`src/hw/uef_pkg.sv`:
```
// Package for the USB endpoint interrupt-pending flag block.
// Assumes a 32-bit APB slave, one clock, offsets as word indices.
package uef_pkg;
  // Printed offsets are not all multiples of four: kept as word indices
  localparam logic [7:0]  IDX_IN_FLAGS    = 8'h02;
  localparam logic [7:0]  IDX_OUT_FLAGS   = 8'h04;
  localparam logic [7:0]  IDX_IRQ_STATUS  = 8'h10;
  localparam logic [7:0]  IDX_IRQ_ENABLE  = 8'h11;
  localparam logic [7:0]  IDX_IRQ_CLEAR   = 8'h12;
  localparam logic [7:0]  IDX_EXT_ENABLE  = 8'h13;
  localparam logic [7:0]  IN_FLAGS_RESET  = 8'h00;
  localparam logic [7:0]  OUT_FLAGS_RESET = 8'h00;
  localparam logic [3:0]  IN_FLAGS_MASK   = 4'hf;
  localparam logic [3:0]  OUT_FLAGS_MASK  = 4'he;
  localparam logic [1:0]  EVT_RESET       = 2'h0;
  localparam logic [1:0]  EVT_ENABLE_RESET = 2'h3;
  localparam int          EVT_IN_BIT      = 0;
  localparam int          EVT_OUT_BIT     = 1;

  // Byte address of a word index
  function automatic logic [9:0] uef_addr(input logic [7:0] idx);
    uef_addr = {idx, 2'h0};
  endfunction
endpackage

```
`src/hw/uef_flag_bank.sv`:
```
// One 4-bit pending-flag bank with clear-on-read.
// Assumes set pulses are synchronous to sys_clk.
`timescale 1ns/1ps
module uef_flag_bank (
  // Clock and reset
  input  wire logic       sys_clk,
  input  wire logic       rst_n,
  input  wire logic       clk_en,
  // Flag control
  input  wire logic [3:0] set_pulse,
  input  wire logic [3:0] valid_mask,
  input  wire logic       read_clear,
  // Flag state
  output logic      [3:0] flags
);
  typedef struct packed {
    logic [3:0] flags;
  } uef_bank_t;

  uef_bank_t s_r;
  uef_bank_t s_nxt;

  always_comb begin
    s_nxt = s_r;
    // Set beats clear so an event landing on the read is not lost
    if (read_clear) begin
      s_nxt.flags = 4'h0; // RULE3
    end
    s_nxt.flags = (s_nxt.flags | set_pulse) & valid_mask;
  end

  always_ff @(posedge sys_clk or negedge rst_n) begin
    if (!rst_n) begin
      s_r <= '0; // RULE9
    end else if (clk_en) begin
      s_r <= s_nxt;
    end
  end

  assign flags = s_r.flags;

  clear_on_read_a: assert property ( // RULE3
    @(posedge sys_clk) disable iff (!rst_n)
    clk_en && read_clear && set_pulse == 4'h0
    |=> flags == 4'h0)
    else $error("Flags survived a clearing read");
  set_sticks_a: assert property (@(posedge sys_clk) disable iff (!rst_n)
    clk_en && |(set_pulse & valid_mask)
    |=> (flags & $past(set_pulse & valid_mask)) != 4'h0)
    else $error("Set pulse lost");
endmodule

```
`src/hw/uef_apb_port.sv`:
```
// APB slave decode: one-wait answer, error on unmapped address.
// Assumes a standard APB master with 32-bit data.
`timescale 1ns/1ps
module uef_apb_port (
  // APB request
  input  wire logic       psel,
  input  wire logic       penable,
  input  wire logic       pwrite,
  input  wire logic [9:0] paddr,
  // Decoded access
  output logic            acc_rd,
  output logic            acc_wr,
  output logic [2:0]      acc_sel,
  output logic            acc_bad
);
  logic acc;

  always_comb begin
    acc     = psel && penable;
    acc_rd  = acc && !pwrite;
    acc_wr  = acc && pwrite;
    acc_sel = 3'h0;
    acc_bad = 1'b0;
    if (paddr == uef_pkg::uef_addr(uef_pkg::IDX_IN_FLAGS)) begin
      acc_sel = 3'h1;
    end else if (paddr == uef_pkg::uef_addr(uef_pkg::IDX_OUT_FLAGS)) begin
      acc_sel = 3'h2;
    end else if (paddr == uef_pkg::uef_addr(uef_pkg::IDX_IRQ_STATUS)) begin
      acc_sel = 3'h3;
    end else if (paddr == uef_pkg::uef_addr(uef_pkg::IDX_IRQ_ENABLE)) begin
      acc_sel = 3'h4;
    end else if (paddr == uef_pkg::uef_addr(uef_pkg::IDX_IRQ_CLEAR)) begin
      acc_sel = 3'h5;
    end else if (paddr == uef_pkg::uef_addr(uef_pkg::IDX_EXT_ENABLE)) begin
      acc_sel = 3'h6;
    end else begin
      acc_bad = acc;
    end
  end
endmodule

```
`src/hw/uef_top.sv`:
```
// Top of the USB endpoint interrupt-pending flag block with APB access.
// Assumes set pulses from the endpoint logic, one sys_clk at 40 MHz.
`timescale 1ns/1ps
// Overview of operation
// RULE1: Flag registers are read-only; writes never change any flag.
// RULE2: Combined request is high whenever any pending flag is one.
// RULE3: Reading a flag register clears all its flags to zero; a flag set in the same cycle as the read stays set.
// RULE4: Enable bits live in separate registers, never sharing flag storage.
// RULE5: Request reaches the processor only when the extended enable bit set.
// RULE6: IN register: control endpoint bit 0, IN endpoints 1..3 bits 1..3.
// RULE7: OUT register: OUT endpoints 1..3 in bits 1..3, bit 0 unused.
// RULE8: Reading the OUT register clears each OUT flag it returns.
// RULE9: Bits 7..4 read zero, ignore writes; both registers reset to zero.
module uef_top (
  // Clock and reset
  input  wire logic        sys_clk,
  input  wire logic        rst_n,
  input  wire logic        clk_en,
  // APB slave
  input  wire logic        psel,
  input  wire logic        penable,
  input  wire logic        pwrite,
  input  wire logic [9:0]  paddr,
  input  wire logic [31:0] pwdata,
  output logic      [31:0] prdata,
  output logic             pready,
  output logic             pslverr,
  // Endpoint event pulses
  input  wire logic        control_ep_set,
  input  wire logic        tx_ep1_set,
  input  wire logic        tx_ep2_set,
  input  wire logic        tx_ep3_set,
  input  wire logic        rx_ep1_set,
  input  wire logic        rx_ep2_set,
  input  wire logic        rx_ep3_set,
  // Interrupt outputs
  output logic             usb_irq_req,
  output logic             irq
);
  typedef struct packed {
    logic [31:0] prdata;
    logic        pready;
    logic        pslverr;
    logic        ext_en;
    logic [1:0]  evt_en;
    logic [1:0]  evt_stat;
    logic        irq_req;
    logic        irq;
  } uef_state_t;

  uef_state_t s_r;
  uef_state_t s_nxt;

  logic       acc_rd;
  logic       acc_wr;
  logic [2:0] acc_sel;
  logic       acc_bad;
  logic [3:0] in_flags;
  logic [3:0] out_flags;
  logic [3:0] in_set;
  logic [3:0] out_set;
  logic       rd_in;
  logic       rd_out;
  logic [1:0] evt;
  logic [1:0] evt_clr;
  logic       first;

  uef_apb_port u_apb (
    .psel    (psel),
    .penable (penable),
    .pwrite  (pwrite),
    .paddr   (paddr),
    .acc_rd  (acc_rd),
    .acc_wr  (acc_wr),
    .acc_sel (acc_sel),
    .acc_bad (acc_bad)
  );

  // Bit order of each bank
  assign in_set  = {tx_ep3_set, tx_ep2_set, tx_ep1_set, control_ep_set}; // RULE6
  assign out_set = {rx_ep3_set, rx_ep2_set, rx_ep1_set, 1'b0}; // RULE7
  // Clear only on the access edge, once per transfer (pready is low)
  assign first   = !s_r.pready;
  assign rd_in   = acc_rd && first && acc_sel == 3'h1; // RULE3
  assign rd_out  = acc_rd && first && acc_sel == 3'h2; // RULE8

  // Flags are separate from every enable bit below
  uef_flag_bank u_in_bank ( // RULE4
    .sys_clk    (sys_clk),
    .rst_n      (rst_n),
    .clk_en     (clk_en),
    .set_pulse  (in_set),
    .valid_mask (uef_pkg::IN_FLAGS_MASK),
    .read_clear (rd_in),
    .flags      (in_flags)
  );

  uef_flag_bank u_out_bank (
    .sys_clk    (sys_clk),
    .rst_n      (rst_n),
    .clk_en     (clk_en),
    .set_pulse  (out_set),
    .valid_mask (uef_pkg::OUT_FLAGS_MASK),
    .read_clear (rd_out),
    .flags      (out_flags)
  );

  always_comb begin
    s_nxt   = s_r;
    evt     = 2'h0;
    evt_clr = 2'h0;
    evt[uef_pkg::EVT_IN_BIT]  = |in_set;
    evt[uef_pkg::EVT_OUT_BIT] = |(out_set & uef_pkg::OUT_FLAGS_MASK);
    // One wait state: pready rises on the access cycle, drops after it
    s_nxt.pready  = acc_rd || acc_wr ? first : 1'b0;
    s_nxt.pslverr = acc_bad && first;
    if (acc_rd && first) begin
      if (acc_sel == 3'h1) begin
        s_nxt.prdata = {28'h0, in_flags}; // RULE9
      end else if (acc_sel == 3'h2) begin
        s_nxt.prdata = {28'h0, out_flags}; // RULE9
      end else if (acc_sel == 3'h3) begin
        s_nxt.prdata = {30'h0, s_r.evt_stat};
      end else if (acc_sel == 3'h4) begin
        s_nxt.prdata = {30'h0, s_r.evt_en};
      end else if (acc_sel == 3'h6) begin
        s_nxt.prdata = {31'h0, s_r.ext_en};
      end else begin
        s_nxt.prdata = 32'h0;
      end
    end
    // Flag registers take no write path at all
    if (acc_wr && first) begin // RULE1
      if (acc_sel == 3'h4) begin
        s_nxt.evt_en = pwdata[1:0];
      end else if (acc_sel == 3'h5) begin
        evt_clr = pwdata[1:0];
      end else if (acc_sel == 3'h6) begin
        s_nxt.ext_en = pwdata[0];
      end
    end
    // Set wins over clear
    s_nxt.evt_stat = (s_r.evt_stat & ~evt_clr) | evt;
    s_nxt.irq_req  = s_r.ext_en && (|in_flags || |out_flags); // RULE2 RULE5
    s_nxt.irq      = |(s_nxt.evt_stat & s_r.evt_en);
  end

  always_ff @(posedge sys_clk or negedge rst_n) begin
    if (!rst_n) begin
      s_r         <= '0;
      s_r.evt_en  <= uef_pkg::EVT_ENABLE_RESET;
    end else if (clk_en) begin
      s_r <= s_nxt;
    end
  end

  assign prdata      = s_r.prdata;
  assign pready      = s_r.pready;
  assign pslverr     = s_r.pslverr;
  assign usb_irq_req = s_r.irq_req;
  assign irq         = s_r.irq;

  // Combined request
  irq_follows_flags_a: assert property ( // RULE2
    @(posedge sys_clk) disable iff (!rst_n)
    clk_en && s_r.ext_en && (|in_flags || |out_flags)
    |=> usb_irq_req)
    else $error("Request missing while a flag is set");
  irq_gated_a: assert property ( // RULE5
    @(posedge sys_clk) disable iff (!rst_n)
    clk_en && !s_r.ext_en
    |=> !usb_irq_req)
    else $error("Request delivered while disabled");
  no_flag_quiet_a: assert property ( // RULE2
    @(posedge sys_clk) disable iff (!rst_n)
    clk_en && !(|in_flags || |out_flags)
    |=> !usb_irq_req)
    else $error("Request raised with no flag set");
  ext_en_write_a: assert property ( // RULE5
    @(posedge sys_clk) disable iff (!rst_n)
    clk_en && acc_wr && first && acc_sel == 3'h6
    |=> s_r.ext_en == $past(pwdata[0]))
    else $error("Extended enable write lost");

  // Flag banks
  write_ignored_a: assert property ( // RULE1
    @(posedge sys_clk) disable iff (!rst_n)
    clk_en && acc_wr && (acc_sel == 3'h1) && in_set == 4'h0
    |=> in_flags == $past(in_flags))
    else $error("Write changed IN flags");
  out_write_ignored_a: assert property ( // RULE1
    @(posedge sys_clk) disable iff (!rst_n)
    clk_en && acc_wr && (acc_sel == 3'h2) && out_set == 4'h0
    |=> out_flags == $past(out_flags))
    else $error("Write changed OUT flags");
  in_read_clear_a: assert property ( // RULE3
    @(posedge sys_clk) disable iff (!rst_n)
    clk_en && rd_in && in_set == 4'h0
    |=> in_flags == 4'h0)
    else $error("IN flags not cleared by read");
  out_read_clear_a: assert property ( // RULE8
    @(posedge sys_clk) disable iff (!rst_n)
    clk_en && rd_out && out_set == 4'h0
    |=> out_flags == 4'h0)
    else $error("OUT flags not cleared by read");
  in_read_data_a: assert property ( // RULE6
    @(posedge sys_clk) disable iff (!rst_n)
    clk_en && rd_in
    |=> prdata == {28'h0, $past(in_flags)})
    else $error("IN read returned wrong flags");
  out_read_data_a: assert property ( // RULE8
    @(posedge sys_clk) disable iff (!rst_n)
    clk_en && rd_out
    |=> prdata == {28'h0, $past(out_flags)})
    else $error("OUT read returned wrong flags");
  in_bit_order_a: assert property ( // RULE6
    @(posedge sys_clk) disable iff (!rst_n)
    clk_en && control_ep_set
    |=> in_flags[0])
    else $error("Control endpoint flag not in bit 0");
  in_flag_set_a: assert property ( // RULE6
    @(posedge sys_clk) disable iff (!rst_n)
    clk_en
    |=> (in_flags & $past(in_set)) == $past(in_set))
    else $error("IN set pulse not held in its bit");
  out_flag_set_a: assert property ( // RULE7
    @(posedge sys_clk) disable iff (!rst_n)
    clk_en
    |=> (out_flags & $past(out_set)) == $past(out_set))
    else $error("OUT set pulse not held in its bit");
  out_bit0_a: assert property ( // RULE7
    @(posedge sys_clk) disable iff (!rst_n)
    1'b1
    |-> out_flags[0] == 1'b0)
    else $error("OUT bit 0 not zero");
  upper_zero_a: assert property ( // RULE9
    @(posedge sys_clk) disable iff (!rst_n)
    pready && !pwrite && (acc_sel == 3'h1 || acc_sel == 3'h2)
    |-> prdata[31:4] == 28'h0)
    else $error("Upper flag bits not zero");
  separate_store_a: assert property ( // RULE4
    @(posedge sys_clk) disable iff (!rst_n)
    clk_en && acc_wr && acc_sel == 3'h4 && first && in_set == 4'h0
    |=> s_r.evt_en == $past(pwdata[1:0]) && in_flags == $past(in_flags))
    else $error("Enable write mishandled");
  freeze_state_a: assert property (
    @(posedge sys_clk) disable iff (!rst_n)
    !clk_en
    |=> $stable(s_r) && $stable(in_flags) && $stable(out_flags))
    else $error("State moved while clock enable low");

  // APB answer
  ready_pulse_a: assert property (
    @(posedge sys_clk) disable iff (!rst_n)
    clk_en && pready
    |=> !pready)
    else $error("Ready stood longer than one cycle");
  bad_addr_err_a: assert property (
    @(posedge sys_clk) disable iff (!rst_n)
    clk_en && psel && penable && !pready && acc_sel == 3'h0
    |=> pready && pslverr)
    else $error("Unmapped access not answered with error");
  good_addr_ok_a: assert property (
    @(posedge sys_clk) disable iff (!rst_n)
    clk_en && psel && penable && !pready && acc_sel != 3'h0
    |=> pready && !pslverr)
    else $error("Mapped access not answered cleanly");
  err_with_ready_a: assert property (
    @(posedge sys_clk) disable iff (!rst_n)
    pslverr
    |-> pready)
    else $error("Error shown without ready");
  idle_no_ready_a: assert property (
    @(posedge sys_clk) disable iff (!rst_n)
    clk_en && !(psel && penable)
    |=> !pready && !pslverr)
    else $error("Ready raised with no access");
  zero_read_a: assert property (
    @(posedge sys_clk) disable iff (!rst_n)
    clk_en && acc_rd && first && (acc_sel == 3'h0 || acc_sel == 3'h5)
    |=> prdata == 32'h0)
    else $error("Unreadable location returned data");

  // Event status and irq
  status_read_a: assert property (
    @(posedge sys_clk) disable iff (!rst_n)
    clk_en && acc_rd && first && acc_sel == 3'h3
    |=> prdata == {30'h0, $past(s_r.evt_stat)})
    else $error("Status read returned wrong value");
  in_event_a: assert property (
    @(posedge sys_clk) disable iff (!rst_n)
    clk_en && |in_set
    |=> s_r.evt_stat[uef_pkg::EVT_IN_BIT])
    else $error("IN event not recorded");
  out_event_a: assert property (
    @(posedge sys_clk) disable iff (!rst_n)
    clk_en && |out_set
    |=> s_r.evt_stat[uef_pkg::EVT_OUT_BIT])
    else $error("OUT event not recorded");
  evt_clear_a: assert property (
    @(posedge sys_clk) disable iff (!rst_n)
    clk_en && acc_wr && first && acc_sel == 3'h5 && evt == 2'h0
    |=> (s_r.evt_stat & $past(pwdata[1:0])) == 2'h0)
    else $error("Status bits survived a clear write");
  irq_level_a: assert property (
    @(posedge sys_clk) disable iff (!rst_n)
    clk_en && evt_clr == 2'h0 && |(s_r.evt_stat & s_r.evt_en)
    |=> irq)
    else $error("Irq low with an enabled status bit set");

  rd_in_c: cover property (@(posedge sys_clk) rd_in && in_flags != 4'h0);
  rd_out_c: cover property (@(posedge sys_clk) rd_out && out_flags != 4'h0);
  irq_c: cover property (@(posedge sys_clk) usb_irq_req ##1 !usb_irq_req);
  race_c: cover property (@(posedge sys_clk) rd_in && in_set != 4'h0);
  err_c: cover property (@(posedge sys_clk) pslverr);
endmodule

```
`config.mk`:
```
export PLATFORM = sky130hd
export DESIGN_NAME = uef_top
export DESIGN_NICKNAME = d
export VERILOG_FILES = /design/src/hw/uef_pkg.sv /design/src/hw/uef_flag_bank.sv /design/src/hw/uef_apb_port.sv /design/src/hw/uef_top.sv
export SDC_FILE = /design/constraint.sdc
export NUM_CORES = 1
export LEC_CHECK = 0
export BUFFER_PORTS_ARGS = -buffer_cell sky130_fd_sc_hd__buf_2
export CAP_MARGIN = 40
export CORE_UTILIZATION = 41
export CTS_CLUSTER_DIAMETER = 40
export DETAILED_ROUTE_END_ITERATION = 8
export GPL_TIMING_DRIVEN = 0
export PLACE_DENSITY = 0.81
export SLEW_MARGIN = 5
export SYNTH_ARGS = -nofsm -noshare
export SYNTH_HDL_FRONTEND = slang
export SYNTH_SLANG_ARGS = --single-unit
export TNS_END_PERCENT = 100
```
`constraint.sdc`:
```
create_clock -name sys_clk -period 1.9 [get_ports sys_clk]
set_input_delay 0.57 -clock sys_clk [delete_from_list [all_inputs] [get_ports sys_clk]]
set_output_delay 0.57 -clock sys_clk [all_outputs]
set_load 0.05 [all_outputs]
```
# --- After elaboration in Yosys (flattened, before gate mapping) ---
# Cells that the tools add are included.
classes:
  n_eq_ne: 12
  n_mux: 23
  n_bitwise: 8
  n_reduce_logical: 21
ops:
  columns: ["cell", "count"]
  rows:
  - ["$eq 10x7->1 const B", 4]
  - ["$mux 3", 6]
  - ["$mux 4", 4]
  - ["$eq 10x4->1 const B", 1]
  - ["$eq 10x5->1 const B", 1]
  - ["$mux 2", 5]
  - ["$eq 3x3->1 const B", 3]
  - ["$logic_and 1x1->1", 9]
  - ["$mux 1", 8]
  - ["$or 4x4->4", 2]
  - ["$reduce_or 4->1", 2]
  - ["$eq 3x2->1 const B", 2]
  - ["$reduce_or 3->1", 2]
  - ["$reduce_and 5->1", 1]
  - ["$and 2x2->2", 2]
  - ["$eq 3x1->1 const B", 1]
  - ["$reduce_and 3->1", 1]
  - ["$logic_not 1->1", 2]
  - ["$logic_or 1x1->1", 2]
  - ["$not 1->1", 2]
  - ["$not 2->2", 1]
  - ["$or 2x2->2", 1]
  - ["$reduce_and 2->1", 1]
  - ["$reduce_or 2->1", 1]
word_totals:
  reg_bits: 48
  in_bits: 55
  output_inout_bits: 36
  word_cells: 74

# --- Logic depth before layout (Yosys ltp) ---
depth:
  word_depth: 16
  mapped_depth: 5
  mapped_depth_nobuf: 4

# --- Hierarchy ---
# A second synthesis with hierarchy kept.
unflattened:
  hier_cells: 160
  hier_area_um2: 1447.6
modules_own_cells:
  columns: ["mod", "instances", "cells_per_inst", "area_per_inst_um2", "seq_area_each_um2"]
  rows:
  - ["uef_top", 1, 110, 992.2, 327.8]
  - ["uef_flag_bank", 2, 16, 175.2, 100.1]
  - ["uef_apb_port", 1, 18, 105.1, 0.0]

# --- Worst setup path after synthesis ---
# OpenSTA, ideal clock, no wires.
synth_timing:
  path_kind: "input-to-reg"
  startpoint: "input paddr[7]"
  endpoint: "register s_r[4] (netlist bit)"
  setup_time_ns: 0.085
  arrival_time_ns: 1.843
  t_required_ns: 1.815
  path_slack_ns: -0.028
  cell_stages: 4
  n_path_buf: 0
  path_cell_list: "or4_4 nor3_4 nand4b_1 mux2_1"
synth_via:
  elab_chain_len: 9
  elab_cells_between_ends: 14
  classes_between: "7 x eq/ne; 6 x mux; 1 x reduce/logical"
synth_rtl:
  columns: ["item", "line_no", "rtl"]
  rows:
  - ["start: declaration", "uef_top.sv:23", "input wire logic [9:0] paddr,"]
  - ["$eq 10x7->1", "uef_apb_port.sv:34", "end else if (paddr == uef_pkg::uef_addr(uef_pkg::IDX_EXT_ENABLE)) begin"]
  - ["$mux 3", "uef_apb_port.sv:34", null]
  - ["$mux 3", "uef_apb_port.sv:32", "end else if (paddr == uef_pkg::uef_addr(uef_pkg::IDX_IRQ_CLEAR)) begin"]
  - ["$mux 3", "uef_apb_port.sv:30", "end else if (paddr == uef_pkg::uef_addr(uef_pkg::IDX_IRQ_ENABLE)) begin"]
  - ["$mux 3", "uef_apb_port.sv:28", "end else if (paddr == uef_pkg::uef_addr(uef_pkg::IDX_IRQ_STATUS)) begin"]
  - ["$mux 3", "uef_apb_port.sv:26", "end else if (paddr == uef_pkg::uef_addr(uef_pkg::IDX_OUT_FLAGS)) begin"]
  - ["$mux 3 *", "uef_apb_port.sv:24", "if (paddr == uef_pkg::uef_addr(uef_pkg::IDX_IN_FLAGS)) begin"]
  - ["$eq 3x3->1 *", "uef_top.sv:134", "if (acc_sel == 3'h4) begin"]
  - ["$reduce_and 3->1 (no line) *", null, null]
  - ["end signal: assignment", "uef_top.sv:153", "s_r <= s_nxt;"]
  - ["end: declaration", "uef_top.sv:51", "uef_state_t s_r;"]
# Every way passes the cells marked *; elsewhere a longest branch is shown, timed or not.
# A chain may end at the register's enable or synchronous reset.

# --- Worst setup path after layout ---
layout_timing:
  startpoint: "input paddr[7]"
  endpoint: "register u_in_bank.s_r, in the netlist u_in_bank.flags[3]"
layout_via:
  elab_chain_len: 11
  elab_cells_between_ends: 16
  classes_between: "7 x eq/ne; 7 x mux; 1 x bitwise; 1 x reduce/logical"
layout_rtl:
  columns: ["item", "line_no", "rtl"]
  rows:
  - ["$eq 10x7->1", "uef_apb_port.sv:34", null]
  - ["$mux 3", "uef_apb_port.sv:34", null]
  - ["$mux 3", "uef_apb_port.sv:32", null]
  - ["$mux 3", "uef_apb_port.sv:30", null]
  - ["$mux 3", "uef_apb_port.sv:28", null]
  - ["$mux 3", "uef_apb_port.sv:26", null]
  - ["$mux 3 *", "uef_apb_port.sv:24", null]
  - ["$eq 3x1->1 *", "uef_top.sv:84", "assign rd_in = acc_rd && first && acc_sel == 3'h1;"]
  - ["$logic_and 1x1->1 *", "uef_top.sv:84", null]
  - ["$mux 4 *", "uef_flag_bank.sv:26", "if (read_clear) begin"]
  - ["$or 4x4->4 *", "uef_flag_bank.sv:29", "s_nxt.flags = (s_nxt.flags | set_pulse) & valid_mask;"]
  - ["end signal: assignment", "uef_flag_bank.sv:36", "s_r <= s_nxt;"]
  - ["end: declaration", "uef_flag_bank.sv:20", "uef_bank_t s_r;"]
# Marks and branches as above.

==> metrics <==
outcome=finished, final reports clean; max_cap viols=0; synth cell count leaders=32 x buf_4, 18 x dfrtp_1, 9 x a22o_1; Final Hold Viols=0; clock transition at the registers of the reported paths=0.11 ns; Die Span Y=58.7 µm; Iter 0 DRT Violations=28; Die Area=0.00345 mm²; nets=250; power per cell area=633 mW/mm²; FMAX=555 MHz; post-route ant nets=0; dpl cells=234; critical-path maximum fanout=5; Final Non-Filler Cells=238; GRT Max-Usage Layer=met2; CP top delay family=simple AND/OR/NAND/NOR gates; antenna violations before repair=0; Critical Path Start Type=input pin; final setup vio count=0; Comb power frac=0.260; TritonCTS clock tree=yes; skew final=0.00110 ns; P&R area growth vs syn=27.5%; critical path required time=2.11 ns; Clock power frac=0.330; fraction of the cycle the final worst path needs=0.948; Root Buffer=clkbuf_4; Post-Route WL=2.65 mm; synthesized cell area=0.00132 mm²; buffer and inverter count on the worst path=1; Worst IR Drop VDD=252 µV; share of layout cells above drive strength 1=0.418; Netlist cell types=42; Synth area leader=dfrtp_1; Post-Synth Simple-Gate Area=0.232; WP data arrival=2.01 ns; adder-cell area share of the yosys netlist=0; first-pass GRT wire length=4.23 mm; Synth Instances=133; largest net degree at the start of global routing=21; Leakage Power=0.863 nW; CTS Buffer Depth=2; YS warnings=0; Hold Crit Class=in2async; Antenna Cells=0; dpl hpwl=2.19 mm; Max stage delay on crit path=0.58 ns; worst r2r dst=prdata[1]; Min Clock Period, post-route=1.80 ns; Max Slew Vio Count=0; Setup CP Type=in2reg; RSZ-0062 raised after global routing=no; initial core utilization=0.432; area share of the largest cell type after synthesis=0.341; xor/xnor share of the synthesized area=0; Design Power=1.06 mW; Port Buffers=30; Syn Area/Cell=9.92 µm²; # rows=20; EDFF count, synth=0; Via-to-Cell Ratio=4.51; crit-path cells=buf_2 > or4_4 > nor4_2 > nand2_1 > a22o_1; CP max-delay cell=or4_4; Routability Congestion=0.790; Vias=1,074; drt wl/cell=11.1 µm; CTS Hold Bufs=0; Async S/R FF share, synth=1.00; gr ovfl total=0; drt drc=0; CORE AREA=0.00305 mm²; reg2reg path depth=4; Setup TNS Final=0 ns; net switching fraction of the power=0.320; Setup Fix Bufs, Post-CTS=0; r2r setup slk=0.27 ns; Switch Pwr=0.341 mW; H-tree level count=1; clock sinks=20; met1 Track Usage GR=0.241; M3 GR Usage=0.0330; sequential share of the synthesized area=0.381; Synth Area in Compound Gates=0.138; io pins=91; reg2reg start=pready; GRT Overall Usage=0.166; CP Capture Type=flip-flop; CTS resizes=0; Seq cells post-synth=20; top cells by area, synth=dfrtp_1 34%, buf_4 18%, a22o_1 6.0%; PnR worst setup slack=0.0987 ns; vias in the first global route=906; Skew-Pair Late Insertion Delay=0.31 ns; internal power component=0.724 mW; worst slack, placed=-0.233 ns; Seq pwr share=0.409; most common cell in the netlist=buf_4; TritonCTS Buffers=3; DR pass1 iterations=4; met2 usage=0.245; Fillers=308; most common flop cell mapped by yosys=dfrtp_1; mux cell area share after synthesis=0.0417; Die Wd=58.7 µm; largest family of logic cells by synthesized area=simple AND/OR/NAND/NOR gates
registers in the layout (all words and copies together) (netlist names):
signal and count:
u_in_bank.flags 4, pslverr 1, usb_irq_req 1, u_out_bank.flags 3
s_r 5, irq 1, pready 1, prdata 4
layer usage:
layer,vias to the layer above,wire length (µm)
met3,5,201
met4,0,42
met1,471,1230
met5,-,0
li1,548,-
met2,50,1170
area by class of cell:
cell class | instances | area (µm²) | share of cell area
plain buffers | 35 | 254 | 0.151
clock buffers | 3 | 22.5 | 0.0134
clock inverters | 1 | 30.0 | 0.0178
inverters | 4 | 15.0 | 0.00892
multi-input cells | 101 | 653 | 0.388
flip-flops and latches | 20 | 503 | 0.299
well taps | 44 | 55.1 | 0.0327
repair buffers | 30 | 150 | 0.0892
cells in the final DEF (no fill, tap or decap), drive strengths merged, types with 2 or more instances in the layout:
cell type and instances:
buf 64, conb 28, dfrtp 18, a22o 9, o21ai 7, nand2 6, nand3 5, inv 4
clkbuf 4, mux2 4, nor4 4, nor2 3, nor2b 3, nand4 3, a221o 3, or2 3
nor3 3, nand4b 2, nand2b 2, dfstp 2, or4 2, and2 2
stage by stage:
| stage | hold WS, ns | utilization | instance area [µm²] |
|---|---|---|---|
| floorplan | 0.274 | - | 1430 |
| global placement | 0.482 | 0.534 | 1630 |
| detailed placement | 0.485 | 0.534 | 1630 |
| CTS | 0.200 | 0.551 | 1680 |
| global route | 0.216 | 0.551 | 1680 |
| finish | 0.183 | 0.551 | 1680 |
cells by family (layout without fill, tap and decap cells):
kind of cell,after synthesis,in the layout
AOI/OAI and AO/OA,24,24
buffers and inverters,39,73
DFF,20,20
other,1,28
muxes,5,5
and+or+nand+nor,44,44
how the worst max path moves through the flow:
stage | end | startpoint | cells after the start | slack (ns)
after CTS | u_out_bank.flags[3] | paddr[7] | 5 | 0.1
after detailed placement | u_in_bank.flags[3] | paddr[7] | 5 | -0.23
final | u_in_bank.flags[3] | paddr[7] | 5 | 0.1
after global placement | u_in_bank.flags[3] | paddr[7] | 5 | -0.23
after floorplan | u_in_bank.flags[1] | paddr[7] | 4 | -0.01
after global routing | u_in_bank.flags[2] | paddr[7] | 5 | 0.001
power groups by stage:
stage	Combinational, mW	Sequential, mW	Clock (mW)
final	0.277	0.436	0.352
after detailed placement	0.276	0.444	0
after global routing	0.294	0.437	0.381
after floorplan	0.206	0.461	0
after global placement	0.274	0.443	0
after CTS	0.276	0.436	0.357
worst reg2reg max path: cells and delay by family (launching register included):
| kind | cells | cell delay [ns] |
|---|---|---|
| simple gates | 3 | 0.96 |
| flops | 1 | 0.43 |
| compound gates | 1 | 0.19 |
(Power assumes the default switching activity.)
